### config.mk
export PLATFORM = sky130hd
export DESIGN_NAME = gakr_top
export DESIGN_NICKNAME = d
export VERILOG_FILES = /design/src/rtl/gakr_pkg.sv /design/src/rtl/gakr_pulse_timer.sv /design/src/rtl/gakr_top.sv
export SDC_FILE = /design/constraint.sdc
export NUM_CORES = 1
export LEC_CHECK = 0
export BUFFER_PORTS_ARGS = -buffer_cell sky130_fd_sc_hd__buf_4
export CAP_MARGIN = 25
export CORE_MARGIN = 10
export CORE_UTILIZATION = 48
export CTS_CLUSTER_SIZE = 12
export DETAILED_ROUTE_END_ITERATION = 7
export PLACE_DENSITY = 0.93
export RECOVER_POWER = 100
export SYNTH_ARGS = -nofsm -noshare
export SYNTH_HDL_FRONTEND = slang
export SYNTH_SLANG_ARGS = --single-unit
### constraint.sdc
create_clock -name aclk -period 2.65 [get_ports aclk]
set_input_delay 0.1325 -clock aclk [delete_from_list [all_inputs] [get_ports aclk]]
set_output_delay 0.1325 -clock aclk [all_outputs]
set_load 0.02 [all_outputs]
### src/rtl/gakr_pkg.sv
// constants and types shared by the gate/reset assist block
package gakr_pkg;

	// bus geometry
	localparam int              ADDR_W          = 12;
	localparam int              IDX_W           = 10;

	// register indices, byte address is four times the index
	localparam logic [9:0]      IDX_FAST_GATE   = 10'h092;
	localparam logic [9:0]      IDX_ASSIST_CTRL = 10'h0f0;
	localparam logic [9:0]      IDX_SOFT_LINES  = 10'h0f1;
	localparam logic [9:0]      IDX_STATUS      = 10'h0f2;

	// reset values
	localparam logic [7:0]      CTRL_RESET      = 8'h80;
	localparam logic [7:0]      PORT_RESET      = 8'h24;
	localparam logic [7:0]      SOFT_RESET      = 8'h01;

	// assist control fields
	localparam int              CTRL_CLKSEL_HI  = 7;
	localparam int              CTRL_CLKSEL_LO  = 6;
	localparam int              CTRL_PORT_EN    = 2;
	localparam int              CTRL_HW_GATE    = 1;
	localparam int              CTRL_HW_RESET   = 0;
	localparam logic [7:0]      CTRL_WR_MASK    = 8'hc7;
	localparam logic [1:0]      CLKSEL_12MHZ    = 2'h2;

	// fast gate port fields and the fixed bits of the read value
	localparam int              PORT_GATE_BIT   = 1;
	localparam int              PORT_RESET_BIT  = 0;
	localparam logic [7:0]      PORT_FIXED      = 8'h24;

	// soft line fields
	localparam int              SOFT_GATE_BIT   = 1;
	localparam int              SOFT_RESET_BIT  = 0;

	// status fields
	localparam int              STAT_GATE       = 0;
	localparam int              STAT_RESET_N    = 1;
	localparam int              STAT_BUSY       = 2;
	localparam int              STAT_CLK_OK     = 3;
	localparam int              STAT_PENDING    = 4;

	// controller commands
	localparam logic [7:0]      CMD_GATE        = 8'hd1;
	localparam logic [7:0]      CMD_RESET       = 8'hfe;
	localparam logic [3:0]      CMD_PULSE_HI    = 4'hf;

	// timing
	localparam int              CLK_PERIOD_NS   = 100;
	localparam int              DELAY_MIN_NS    = 14000;
	localparam int              PULSE_MIN_NS    = 6000;
	localparam int              DELAY_CYCLES    = (DELAY_MIN_NS + CLK_PERIOD_NS - 1) / CLK_PERIOD_NS;
	localparam int              PULSE_CYCLES    = (PULSE_MIN_NS + CLK_PERIOD_NS - 1) / CLK_PERIOD_NS;
	localparam logic [7:0]      DELAY_LOAD      = 8'(DELAY_CYCLES - 1);
	localparam logic [7:0]      PULSE_LOAD      = 8'(PULSE_CYCLES - 1);

	// bus responses
	localparam logic [1:0]      RESP_OKAY       = 2'h0;
	localparam logic [1:0]      RESP_SLVERR     = 2'h2;

	// byte from the keyboard controller, with command or data strobe
	typedef struct packed {
		logic       cmd_strobe;
		logic       data_strobe;
		logic [7:0] value;
	} gakr_kbc_byte_t;

	// reset pulse timer states
	typedef enum logic [2:0] {
		TMR_IDLE  = 3'b001,
		TMR_DELAY = 3'b010,
		TMR_PULSE = 3'b100
	} gakr_timer_state_t;

endpackage : gakr_pkg

### src/rtl/gakr_pulse_timer.sv
// delayed low pulse generator for the keyboard host reset
`timescale 1ns/1ps
module gakr_pulse_timer (
	input  wire logic aclk,
	input  wire logic aresetn,
	input  wire logic start,
	input  wire logic with_delay,
	output logic      busy,
	output logic      pulse_low
);

	gakr_pkg::gakr_timer_state_t state;
	logic [7:0]                  count;
	logic [7:0]                  delay_len;
	logic [7:0]                  pulse_len;

	// delay when with_delay is set, then pulse; a start while busy is dropped
	always_ff @(posedge aclk) begin
		if (!aresetn) begin
			state <= gakr_pkg::TMR_IDLE;
			count <= 8'h00;
		end else begin
			unique case (state)
				gakr_pkg::TMR_IDLE: begin
					if (start && with_delay) begin
						state <= gakr_pkg::TMR_DELAY;
						count <= gakr_pkg::DELAY_LOAD;
					end else if (start) begin
						state <= gakr_pkg::TMR_PULSE;
						count <= gakr_pkg::PULSE_LOAD;
					end
				end
				gakr_pkg::TMR_DELAY: begin
					if (count == 8'h00) begin
						state <= gakr_pkg::TMR_PULSE;
						count <= gakr_pkg::PULSE_LOAD;
					end else begin
						count <= count - 8'h01;
					end
				end
				gakr_pkg::TMR_PULSE: begin
					if (count == 8'h00) begin
						state <= gakr_pkg::TMR_IDLE;
					end else begin
						count <= count - 8'h01;
					end
				end
			endcase
		end
	end

	assign busy      = (state != gakr_pkg::TMR_IDLE);
	assign pulse_low = (state == gakr_pkg::TMR_PULSE);

	// helper: length of the current delay and pulse phases
	always_ff @(posedge aclk) begin
		if (!aresetn) begin
			delay_len <= 8'h00;
			pulse_len <= 8'h00;
		end else begin
			delay_len <= (state == gakr_pkg::TMR_DELAY) ? delay_len + 8'h01 : 8'h00;
			pulse_len <= (state == gakr_pkg::TMR_PULSE) ? pulse_len + 8'h01 : 8'h00;
		end
	end

	a_delay_length: assert property (@(posedge aclk) disable iff (!aresetn)
		$fell(state == gakr_pkg::TMR_DELAY) |-> delay_len == 8'(gakr_pkg::DELAY_CYCLES))
		else $error("reset delay phase has wrong length");

	a_pulse_length: assert property (@(posedge aclk) disable iff (!aresetn)
		$fell(pulse_low) |-> pulse_len == 8'(gakr_pkg::PULSE_CYCLES))
		else $error("reset pulse has wrong length");

	a_busy_ignores: assert property (@(posedge aclk) disable iff (!aresetn)
		(state == gakr_pkg::TMR_DELAY && count > 8'h01 && start)
		|=> state == gakr_pkg::TMR_DELAY && count == $past(count) - 8'h01)
		else $error("start restarted a running delay");

	c_delayed_pulse: cover property (@(posedge aclk) disable iff (!aresetn)
		$fell(state == gakr_pkg::TMR_DELAY) ##1 pulse_low);

endmodule : gakr_pulse_timer

### src/rtl/gakr_top.sv
// gate and keyboard reset assist logic with its AXI4-Lite register slave
//
// Overview of operation
// - control bits 7:6 pick clock, 10 is 12MHz; code only flags 10 in status bit 3, timing stays fixed for a 100 ns clock
// - control bit 2 enables fast gate port
// - control bit 1 lets hardware drive gate
// - control bit 0 lets hardware drive reset
// - byte after D1 sets gate from bit 1
// - same byte sets reset line from bit 0
// - FE: 14us delay, then 6us low reset
// - software or hardware owns lines, never both
// - port enabled: merge port and controller controls
// - port resets 0x24, reserved bits read fixed
// - port bit 1 drives gate level
// - port bit 0 written 0 to 1: delayed reset pulse
// - even Fx command pulses reset low 6us
//
// Local design decision: the AXI4-Lite register port.
`timescale 1ns/1ps
module gakr_top (
	input  wire logic                     aclk,
	input  wire logic                     aresetn,
	input  wire logic                     s_axi_awvalid,
	output logic                          s_axi_awready,
	input  wire logic [11:0]              s_axi_awaddr,
	input  wire logic                     s_axi_wvalid,
	output logic                          s_axi_wready,
	input  wire logic [31:0]              s_axi_wdata,
	input  wire logic [3:0]               s_axi_wstrb,
	output logic                          s_axi_bvalid,
	input  wire logic                     s_axi_bready,
	output logic [1:0]                    s_axi_bresp,
	input  wire logic                     s_axi_arvalid,
	output logic                          s_axi_arready,
	input  wire logic [11:0]              s_axi_araddr,
	output logic                          s_axi_rvalid,
	input  wire logic                     s_axi_rready,
	output logic [31:0]                   s_axi_rdata,
	output logic [1:0]                    s_axi_rresp,
	input  wire gakr_pkg::gakr_kbc_byte_t kbc_in,
	output logic                          address_line_gate,
	output logic                          keyboard_host_reset_n
);

	logic [7:0]  ctrl;
	logic        port_gate;
	logic        port_reset_bit;
	logic        sw_gate;
	logic        sw_reset_n;
	logic        gate_cmd_pending;
	logic        hw_gate;
	logic        hw_reset_n;
	logic        aw_held;
	logic        w_held;
	logic [9:0]  aw_index;
	logic [31:0] w_data;
	logic        w_lane0;
	logic        do_write;
	logic        timer_start;
	logic        timer_with_delay;
	logic        timer_busy;
	logic        pulse_low;
	logic        port_en;
	logic        hw_gate_en;
	logic        hw_reset_en;
	logic        clk_sel_ok;
	logic        cmd_reset;
	logic        cmd_pulse;
	logic        port_pulse_req;
	logic        next_gate;
	logic        next_reset_n;

	// word index of a byte address
	function automatic logic [9:0] gakr_word_index(input logic [11:0] addr);
		return addr[11:2];
	endfunction : gakr_word_index

	// true for any index that holds a register
	function automatic logic gakr_is_mapped(input logic [9:0] idx);
		return (idx == gakr_pkg::IDX_FAST_GATE) || (idx == gakr_pkg::IDX_ASSIST_CTRL)
			|| (idx == gakr_pkg::IDX_SOFT_LINES) || (idx == gakr_pkg::IDX_STATUS);
	endfunction : gakr_is_mapped

	// control field decode
	assign port_en     = ctrl[gakr_pkg::CTRL_PORT_EN];
	assign hw_gate_en  = ctrl[gakr_pkg::CTRL_HW_GATE];
	assign hw_reset_en = ctrl[gakr_pkg::CTRL_HW_RESET];
	assign clk_sel_ok  = ({ctrl[gakr_pkg::CTRL_CLKSEL_HI], ctrl[gakr_pkg::CTRL_CLKSEL_LO]}
		== gakr_pkg::CLKSEL_12MHZ);

	// write channels are taken independently, one each at a time
	assign s_axi_awready = !aw_held;
	assign s_axi_wready  = !w_held;
	assign do_write      = aw_held && w_held && !s_axi_bvalid;
	assign w_lane0       = s_axi_wstrb[0];

	always_ff @(posedge aclk) begin
		if (!aresetn) begin
			aw_held  <= 1'b0;
			aw_index <= 10'h000;
		end else if (s_axi_awvalid && !aw_held) begin
			aw_held  <= 1'b1;
			aw_index <= gakr_word_index(s_axi_awaddr);
		end else if (do_write) begin
			aw_held  <= 1'b0;
		end
	end

	always_ff @(posedge aclk) begin
		if (!aresetn) begin
			w_held <= 1'b0;
			w_data <= 32'h0000_0000;
		end else if (s_axi_wvalid && !w_held) begin
			w_held <= 1'b1;
			w_data <= {s_axi_wdata[31:1], s_axi_wdata[0] & w_lane0};
		end else if (do_write) begin
			w_held <= 1'b0;
		end
	end

	// byte lane 0 flag travels with the data word
	logic w_strb0;
	always_ff @(posedge aclk) begin
		if (!aresetn) begin
			w_strb0 <= 1'b0;
		end else if (s_axi_wvalid && !w_held) begin
			w_strb0 <= w_lane0;
		end
	end

	// write response, error for unmapped words
	always_ff @(posedge aclk) begin
		if (!aresetn) begin
			s_axi_bvalid <= 1'b0;
			s_axi_bresp  <= gakr_pkg::RESP_OKAY;
		end else if (do_write) begin
			s_axi_bvalid <= 1'b1;
			s_axi_bresp  <= gakr_is_mapped(aw_index) ? gakr_pkg::RESP_OKAY
				: gakr_pkg::RESP_SLVERR;
		end else if (s_axi_bready) begin
			s_axi_bvalid <= 1'b0;
		end
	end

	// register stores; only byte lane 0 carries register bits
	always_ff @(posedge aclk) begin
		if (!aresetn) begin
			ctrl           <= gakr_pkg::CTRL_RESET;
			port_gate      <= gakr_pkg::PORT_RESET[gakr_pkg::PORT_GATE_BIT];
			port_reset_bit <= gakr_pkg::PORT_RESET[gakr_pkg::PORT_RESET_BIT];
			sw_gate        <= gakr_pkg::SOFT_RESET[gakr_pkg::SOFT_GATE_BIT];
			sw_reset_n     <= gakr_pkg::SOFT_RESET[gakr_pkg::SOFT_RESET_BIT];
		end else if (do_write && w_strb0) begin
			unique case (aw_index)
				gakr_pkg::IDX_ASSIST_CTRL: begin
					ctrl <= w_data[7:0] & gakr_pkg::CTRL_WR_MASK;
				end
				gakr_pkg::IDX_FAST_GATE: begin
					port_gate      <= w_data[gakr_pkg::PORT_GATE_BIT];
					port_reset_bit <= w_data[gakr_pkg::PORT_RESET_BIT];
				end
				gakr_pkg::IDX_SOFT_LINES: begin
					sw_gate    <= w_data[gakr_pkg::SOFT_GATE_BIT];
					sw_reset_n <= w_data[gakr_pkg::SOFT_RESET_BIT];
				end
				default: begin
				end
			endcase
		end
	end

	// read path, answered the cycle after the address is taken
	assign s_axi_arready = !s_axi_rvalid;

	always_ff @(posedge aclk) begin
		if (!aresetn) begin
			s_axi_rvalid <= 1'b0;
			s_axi_rdata  <= 32'h0000_0000;
			s_axi_rresp  <= gakr_pkg::RESP_OKAY;
		end else if (s_axi_arvalid && !s_axi_rvalid) begin
			s_axi_rvalid <= 1'b1;
			s_axi_rresp  <= gakr_is_mapped(gakr_word_index(s_axi_araddr))
				? gakr_pkg::RESP_OKAY : gakr_pkg::RESP_SLVERR;
			unique case (gakr_word_index(s_axi_araddr))
				gakr_pkg::IDX_FAST_GATE:
					s_axi_rdata <= {24'h00_0000, gakr_pkg::PORT_FIXED
						| {6'h00, port_gate, port_reset_bit}};
				gakr_pkg::IDX_ASSIST_CTRL:
					s_axi_rdata <= {24'h00_0000, ctrl};
				gakr_pkg::IDX_SOFT_LINES:
					s_axi_rdata <= {30'h0000_0000, sw_gate, sw_reset_n};
				gakr_pkg::IDX_STATUS:
					s_axi_rdata <= {27'h000_0000, gate_cmd_pending, clk_sel_ok, timer_busy,
						keyboard_host_reset_n, address_line_gate};
				default:
					s_axi_rdata <= 32'h0000_0000;
			endcase
		end else if (s_axi_rready) begin
			s_axi_rvalid <= 1'b0;
		end
	end

	// controller command decode
	assign cmd_reset = kbc_in.cmd_strobe && (kbc_in.value == gakr_pkg::CMD_RESET)
		&& hw_reset_en;
	assign cmd_pulse = kbc_in.cmd_strobe && (kbc_in.value[7:4] == gakr_pkg::CMD_PULSE_HI)
		&& !kbc_in.value[0] && (kbc_in.value != gakr_pkg::CMD_RESET) && hw_reset_en;

	// port pulse only on a written 0 to 1 edge of bit 0
	assign port_pulse_req = do_write && w_strb0 && (aw_index == gakr_pkg::IDX_FAST_GATE)
		&& w_data[gakr_pkg::PORT_RESET_BIT] && !port_reset_bit && port_en;

	assign timer_start      = cmd_reset || cmd_pulse || port_pulse_req;
	assign timer_with_delay = !cmd_pulse;

	// gate command arms the next data byte
	always_ff @(posedge aclk) begin
		if (!aresetn) begin
			gate_cmd_pending <= 1'b0;
		end else if (kbc_in.cmd_strobe) begin
			gate_cmd_pending <= (kbc_in.value == gakr_pkg::CMD_GATE);
		end else if (kbc_in.data_strobe) begin
			gate_cmd_pending <= 1'b0;
		end
	end

	// hardware line levels from the byte after the gate command
	always_ff @(posedge aclk) begin
		if (!aresetn) begin
			hw_gate    <= 1'b0;
			hw_reset_n <= 1'b1;
		end else if (kbc_in.data_strobe && gate_cmd_pending) begin
			if (hw_gate_en) begin
				hw_gate <= kbc_in.value[1];
			end
			if (hw_reset_en) begin
				hw_reset_n <= kbc_in.value[0];
			end
		end
	end

	gakr_pulse_timer u_timer (
		.aclk      (aclk),
		.aresetn   (aresetn),
		.start     (timer_start),
		.with_delay(timer_with_delay),
		.busy      (timer_busy),
		.pulse_low (pulse_low)
	);

	// one owner per line, then merge gate with the port and reset with the timer pulse
	assign next_gate    = (hw_gate_en ? hw_gate : sw_gate) | (port_en & port_gate);
	assign next_reset_n = (hw_reset_en ? hw_reset_n : sw_reset_n) & !pulse_low;

	always_ff @(posedge aclk) begin
		if (!aresetn) begin
			address_line_gate     <= 1'b0;
			keyboard_host_reset_n <= 1'b1;
		end else begin
			address_line_gate     <= next_gate;
			keyboard_host_reset_n <= next_reset_n;
		end
	end

	a_port_gate_high: assert property (@(posedge aclk) disable iff (!aresetn)
		(port_en && port_gate) |=> address_line_gate)
		else $error("port gate bit did not raise the gate");

	a_sw_gate_owner: assert property (@(posedge aclk) disable iff (!aresetn)
		(!port_en && !hw_gate_en) |=> address_line_gate == $past(sw_gate))
		else $error("gate not owned by software");

	a_hw_gate_data: assert property (@(posedge aclk) disable iff (!aresetn)
		(kbc_in.data_strobe && gate_cmd_pending && hw_gate_en && !port_en)
		|=> ##1 address_line_gate == $past(kbc_in.value[1], 2))
		else $error("gate did not follow data bit 1");

	a_hw_reset_data: assert property (@(posedge aclk) disable iff (!aresetn)
		(kbc_in.data_strobe && gate_cmd_pending && hw_reset_en) |=> hw_reset_n == $past(kbc_in.value[0]))
		else $error("reset level did not follow data bit 0");

	a_fe_starts: assert property (@(posedge aclk) disable iff (!aresetn)
		(cmd_reset && !timer_busy) |=> (timer_busy && !pulse_low) [*8])
		else $error("reset command did not start a delayed pulse");

	a_sw_reset_owner: assert property (@(posedge aclk) disable iff (!aresetn)
		(!hw_reset_en && !pulse_low) |=> keyboard_host_reset_n == $past(sw_reset_n))
		else $error("reset line not owned by software");

	a_port_disabled: assert property (@(posedge aclk) disable iff (!aresetn)
		(!port_en && !cmd_reset && !cmd_pulse && !timer_busy) |=> !timer_busy)
		else $error("disabled port started a reset pulse");

	a_port_readback: assert property (@(posedge aclk) disable iff (!aresetn)
		(s_axi_arvalid && s_axi_arready && gakr_word_index(s_axi_araddr) == gakr_pkg::IDX_FAST_GATE)
		|=> (s_axi_rdata[7:0] & 8'hfc) == gakr_pkg::PORT_FIXED && s_axi_rdata[31:8] == 24'h00_0000)
		else $error("port read shows wrong fixed bits");

	a_pulse_drives: assert property (@(posedge aclk) disable iff (!aresetn)
		pulse_low |=> !keyboard_host_reset_n)
		else $error("pulse did not pull reset low");

	c_fe_reset: cover property (@(posedge aclk) disable iff (!aresetn)
		cmd_reset ##1 timer_busy);
	c_port_reset: cover property (@(posedge aclk) disable iff (!aresetn)
		port_pulse_req ##1 timer_busy);
	c_gate_data: cover property (@(posedge aclk) disable iff (!aresetn)
		kbc_in.data_strobe && gate_cmd_pending && hw_gate_en);
	c_unmapped: cover property (@(posedge aclk) disable iff (!aresetn)
		s_axi_rvalid && s_axi_rresp == gakr_pkg::RESP_SLVERR);

endmodule : gakr_top

==> results of run 1 <==
## worst max-delay path by stage
stage               slack, ns         from               end  depth (start not counted)
CTS                      0.41  aw_index[0]  u_timer.count[5]                          5
global route             0.17  aw_index[0]  u_timer.count[5]                          5
finish                   0.27  aw_index[9]  u_timer.count[5]                          5
detailed placement       0.43  aw_index[0]  u_timer.count[5]                          5
global placement         0.45  aw_index[0]  u_timer.count[5]                          5
floorplan                0.47  aw_index[9]  u_timer.count[5]                          6
## worst register-to-register path, stage by stage, from the launching register on
cell      delay [ns]
dfxtp_1         0.32
or4b_1          0.56
or4_1           0.71
o22a_1          0.34
o22a_1          0.23
o2111a_1        0.13
## layout make-up
| class | count | area (sq um) |
|---|---|---|
| repair buffers | 63 | 404 |
| inverters | 8 | 30.0 |
| clock inverters | 3 | 22.5 |
| well taps | 72 | 90.1 |
| flip-flops and latches | 55 | 1100 |
| fillers | 542 | 2400 |
| multi-input cells | 255 | 1460 |
| clock buffers | 5 | 68.8 |
## report_power, final
part           switching, mW  total, mW  internal, mW
combinational          0.190      0.311         0.120
clock                  0.292      0.484         0.192
sequential            0.0369      0.900         0.863
## synthesized netlist by cell type, drive strengths merged, types with 2 or more instances
master / number
dfxtp: 55
nand2: 47
buf: 32
nor2: 31
a21oi: 29
mux2i: 19
nand3: 15
o21ai: 9
inv: 8
nor3: 8
clkbuf: 7
nand2b: 5
nor4: 5
and2: 4
nand4b: 4
nor2b: 4
a31oi: 3
a32o: 3
nand4: 3
a211oi: 2
a311oi: 2
and2b: 2
and4: 2
ha: 2
nand3b: 2
o211ai: 2
o22a: 2
o22ai: 2
or2: 2
or4b: 2
## cells by family (layout without fill, tap and decap cells)
group | count (synthesis) | in the layout | synth area share
muxes | 19 | 19 | 0.0686
adders and majority gates | 2 | 2 | 0.00902
buffers and inverters | 47 | 79 | 0.109
AOI/OAI and AO/OA | 65 | 65 | 0.154
and+or+nand+nor | 143 | 143 | 0.261
DFF | 55 | 55 | 0.397
other | 1 | 26 | 0.00135
## metal layers
| layer | part of all wire | wire length, microns |
|---|---|---|
| met4 | 0.0093 | 63 |
| met3 | 0.076 | 515 |
| met2 | 0.51 | 3440 |
| met5 | 0 | 0 |
| met1 | 0.41 | 2790 |
## per-stage QoR
step / utilization / power, mW / std cells / hold slack (ns)
finish: 0.569 / 1.70 / 461 / 0.0441
global route: 0.569 / 1.79 / 461 / 0.0375
CTS: 0.584 / 1.72 / 461 / 0.0391
detailed placement: 0.565 / 1.23 / 452 / 0.326
global placement: 0.565 / 1.22 / 452 / 0.320
floorplan: - / 1.16 / 357 / 0.232
## repair_timing
action	CTS	global route
hold buffers	1	0
endpoints found under the setup margin	0	0
hold endpoints to repair	1	0
## registers in the layout, summed over array words and instances, names as in the netlist, 3 cells and up
register,flops
u_timer.state,3
ctrl,5
aw_index,10
w_data,5
u_timer.count,8
s_axi_rdata,8
==> flow_summary.ini, run 1 <==
[logic_synthesis]
syn_area_sq_um = 2770
synth_area_leaders = dfxtp_1 (40%), buf_4 (7.3%), mux2i_1 (6.9%)
synth.yosys.seq_area_share = 0.397
synth_edf_count = 0
netlist_instances = 332
synth_top_area_cell = dfxtp_1
synth.top_cell.area_share = 0.397
avgSynthCellArea_sq_um = 8.36
synth_flop_cell = dfxtp_1
yosys_warnings = 0
netlist-cell-type-count = 55
async_flop_share = 0
ys_seq_elements = 55

[global_route]
grt_max_degree = 28
busiest_layer = met2
antenna_found_initial = 0
grt-ovfl-total = 0
grt_use_met3 = 0.0428
track_usage = 0.147
grt.met1_usage = 0.169
grt_first_pass_wirelength_mm = 11.2
grt_use_met2 = 0.261
grt_pass1_vias = 2387

[timing]
timing.final.crit_share = 0.898
setup_viol = 0
period_needed_ns = 2.38
worst_slack_ns = 0.270
fmax_mhz = 420
rsz0062_at_grt = false
slew_headroom = 0.254
worstMarginPinSlew_ns = 1.12
fin_worst_skew_ns = 0.00370
hold_viol = 0
fin_tns_setup_ns = 0
slew_violations = 0

[clocking]
clock_path_buffers = 2
clkLatencyLatePin_ns = 0.32
cts.sinks = 55
cts_tree = yes
cts_setup_buffers = 0
htreeDepth = 2
numCtsBuffers = 5
root_buffer = clkbuf_8
path_clk_slew_ns = 0.10
cts_resized = 0

[setup_path]
cp_cell_sequence = or4b_1, or4_1, o22a_1, o22a_1, o2111a_1
cp.buffers_inverters = 0
r2r-end = u_timer.count[5]
crit_type = flip-flop to flip-flop
cp_slowest_cell = or4_1
max_stage_delay_ns = 0.71
cp-end-kind = flip-flop
r2r_cells = 5
r2r_slack_ns = 0.27
startpoint_type = flip-flop
cp_data_required_time_ns = 2.87
r2r_start = aw_index[9]
worstPathArrival_ns = 2.60
cp_common_cell = o22a_1
crit_fanout = 5
path_delay_family = simple AND/OR/NAND/NOR gates

[routing]
wl_mm = 6.80
detail-route-antenna-nets = 0
drc = 0
vias = 2455
routedWlPerCell_microns = 14.8
via_per_inst = 5.33
first_iter_violations = 163
dr.pass1.iters = 4

[min_path]
hold_path_depth = 3
hold_start = s_axi_wvalid
hold_end = w_held
hold_class = input pin to flip-flop

[final_layout]
drive_above_1_share = 0.152
syn2layout_area_growth_pct = 14.4
fin_area_sq_um = 3170
final_common_cell = dfxtp_1
finalNetCount = 467
antenna_cells = 0
mostFrequentLayoutCells = dfxtp_1 (55), nand2_1 (47), buf_4 (42)

[die]
die-area_sq_um = 9220
num_rows = 27
ios = 120
die_y_microns = 96.0
core_sq_um = 5570
fp.dieW_microns = 96.0
start_util = 0.498

[run_status]
status = finished, final reports clean

[power]
leakagePower_nw = 1.26
ir_drop_uv = 325
power_density_nw_per_um2 = 534

[placement]
dp_worst_setup_slack_ns = 0.431
gp_congestion = 0.874
port_buffers = 59
place_area_sq_um = 3150
dp_hpwl_mm = 5.27

[job]
maxCapViolCount = 0
Note: power is estimated with default switching activity, not from simulation.
==> run 2, diff against run 1 <==
--- a/config.mk
+++ b/config.mk
@@ -5,13 +5,15 @@
 export SDC_FILE = /design/constraint.sdc
 export NUM_CORES = 1
 export LEC_CHECK = 0
+export ABC_AREA = 1
 export BUFFER_PORTS_ARGS = -buffer_cell sky130_fd_sc_hd__buf_4
 export CAP_MARGIN = 25
 export CORE_MARGIN = 10
 export CORE_UTILIZATION = 48
 export CTS_CLUSTER_SIZE = 12
 export DETAILED_ROUTE_END_ITERATION = 7
-export PLACE_DENSITY = 0.93
+export GPL_ROUTABILITY_DRIVEN = 0
+export PLACE_DENSITY = 0.92
 export RECOVER_POWER = 100
 export SYNTH_ARGS = -nofsm -noshare
 export SYNTH_HDL_FRONTEND = slang
==> flow_summary.ini, run 2 <==
[die]
die-area_sq_um = 9290
die_y_microns = 96.4
core_sq_um = 5570
fp.dieW_microns = 96.4
num_rows = 27
ios = 120
start_util = 0.502

[logic_synthesis]
netlist-cell-type-count = 33
synth.most_common_cell = nand2_1
netlist_instances = 391
async_flop_share = 0
yosys_warnings = 0
synth.top_cell.area_share = 0.393
synth_flop_cell = dfxtp_1
synth.yosys.seq_area_share = 0.393
synth_area_leaders = dfxtp_1 (39%), nand2_1 (8.4%), inv_1 (7.1%)
ys_seq_elements = 55
avgSynthCellArea_sq_um = 7.16
syn_area_sq_um = 2800
synth_edf_count = 0
synth_top_area_cell = dfxtp_1
yosys-top-cells-count = nand2_1 (63), dfxtp_1 (55), inv_1 (53)

[power]
leakagePower_nw = 1.47
p_seq_frac = 0.508
intPower_mw = 1.24
p_sw_mw = 0.586
power_density_nw_per_um2 = 575
ir_drop_uv = 364
power_frac_clock = 0.262
power_frac_comb = 0.231
switching_share = 0.321

[timing]
hold_viol = 0
worstMarginPinSlew_ns = 0.792
slew_violations = 0
rsz0062_at_grt = false
setup_viol = 0
timing.hold.ws_ns = 0.0468
fin_worst_skew_ns = 0.00944
slew_headroom = 0.471
period_needed_ns = 1.93
timing.final.crit_share = 0.727
fin_tns_setup_ns = 0
fmax_mhz = 519

[setup_path]
cp_cell_sequence = nand3b_1, nor2_1, nand4_2, nand3_1, nand2_1, inv_6, o21ai_0, a21oi_2
path_delay_family = simple AND/OR/NAND/NOR gates
worstPathArrival_ns = 2.16
cp.buffers_inverters = 1
max_stage_delay_ns = 0.33
startpoint_type = flip-flop
crit_fanout = 9
cp_data_required_time_ns = 2.88
cp_slowest_cell = dfxtp_1
crit_type = flip-flop to flip-flop
cp-end-kind = flip-flop

[placement]
dp_hpwl_mm = 5.40
dp.cells = 514
port_buffers = 59

[global_route]
track_usage = 0.145
grt_pass1_vias = 2560
grt_first_pass_wirelength_mm = 11.2
grt-ovfl-total = 0
antenna_found_initial = 0
grt_max_degree = 32

[clocking]
htreeDepth = 2
cts_tree = yes
clkLatencyLatePin_ns = 0.30
numCtsBuffers = 5
postCtsHoldBufs = 0
root_buffer = clkbuf_8
cts.sinks = 55
cts_setup_buffers = 0
cts_resized = 0
clock_path_buffers = 2
path_clk_slew_ns = 0.09

[final_layout]
largest_reg_flops = 10
reg_top3 = aw_index (10), s_axi_rdata (8), u_timer.count (8)
syn2layout_area_growth_pct = 13.4
final_common_cell = nand2_1
antenna_cells = 0
mostFrequentLayoutCells = nand2_1 (64), dfxtp_1 (55), inv_1 (53)
drive_above_1_share = 0.140
fin_cells = 522
num-fill-cells = 555
finalNetCount = 528
regMostFlops = aw_index

[routing]
routedWlPerCell_microns = 13.1
dr.pass1.iters = 4
first_iter_violations = 240
drc = 0
detail-route-antenna-nets = 0
via_per_inst = 5.04
wl_mm = 6.84
vias = 2631

[run_status]
status = finished, final reports clean

[min_path]
hold_class = input pin to flip-flop

[job]
maxCapViolCount = 0
run 2: path summary, 6_finish.rpt:
check | startpoint | end | slack (ns) | cells after the start
setup / recovery | s_axi_bvalid | u_timer.count[6] | 0.72 | 8
hold / removal | s_axi_awaddr[4] | aw_index[2] | 0.05 | 3
setup reg to reg | s_axi_bvalid | u_timer.count[6] | 0.72 | 8
hold reg to reg | w_data[6] | w_data[6] | 0.46 | 2
run 2: logic make-up after synthesis:
kind of cell / after synthesis / share of synthesized area
buffers and inverters: 87 / 0.153
AO/OA/AOI/OAI: 80 / 0.162
other: 1 / 0.00134
AND/OR/NAND/NOR: 165 / 0.278
XOR/XNOR: 1 / 0.00313
adder cells (fa/ha/maj): 2 / 0.00894
flip-flops: 55 / 0.393
run 2: worst register-to-register path, stage by stage (launching register included):
cell and delay (ns):
dfxtp_1 0.33, nand3b_1 0.24, nor2_1 0.31, nand4_2 0.17, nand3_1 0.13, nand2_1 0.28, inv_6 0.18, o21ai_0 0.11
a21oi_2 0.11
run 2: power groups by stage:
stage               Sequential, mW  Clock (mW)  Combinational (mW)
global route                 0.935       0.522               0.475
global placement             0.944           0               0.420
CTS                          0.929       0.487               0.443
detailed placement           0.947           0               0.440
finish                       0.927       0.478               0.421
floorplan                    0.943           0               0.342
run 2: layout make-up:
class,count,area [sq um],share of cell area
inverters,54,208,0.0654
multi-input cells,274,1300,0.410
flip-flops and latches,55,1100,0.347
clock inverters,1,8.76,0.00276
repair buffers,59,379,0.119
clock buffers,7,86.3,0.0272
well taps,72,90.1,0.0284
run 2: metal layers:
layer  global-route usage  up-vias  wire length [microns]
met1                0.168     1186                   2780
met2                0.249      110                   3210
met4               0.0448        0                     58
li1                     -     1329                      -
met5                    0        -                      0
met3               0.0478        6                    791
run 2: metrics by stage:
stage | power [mW] | setup WS, ns | cell area [sq um] | util
2_1_floorplan | 1.28 | 1.29 | 2890 | -
3_3_place_gp | 1.36 | 1.16 | 3210 | 0.575
3_5_place_dp | 1.39 | 1.10 | 3210 | 0.575
4_1_cts | 1.86 | 1.07 | 3300 | 0.592
5_1_grt | 1.93 | 0.576 | 3170 | 0.569
6_report | 1.83 | 0.723 | 3170 | 0.569
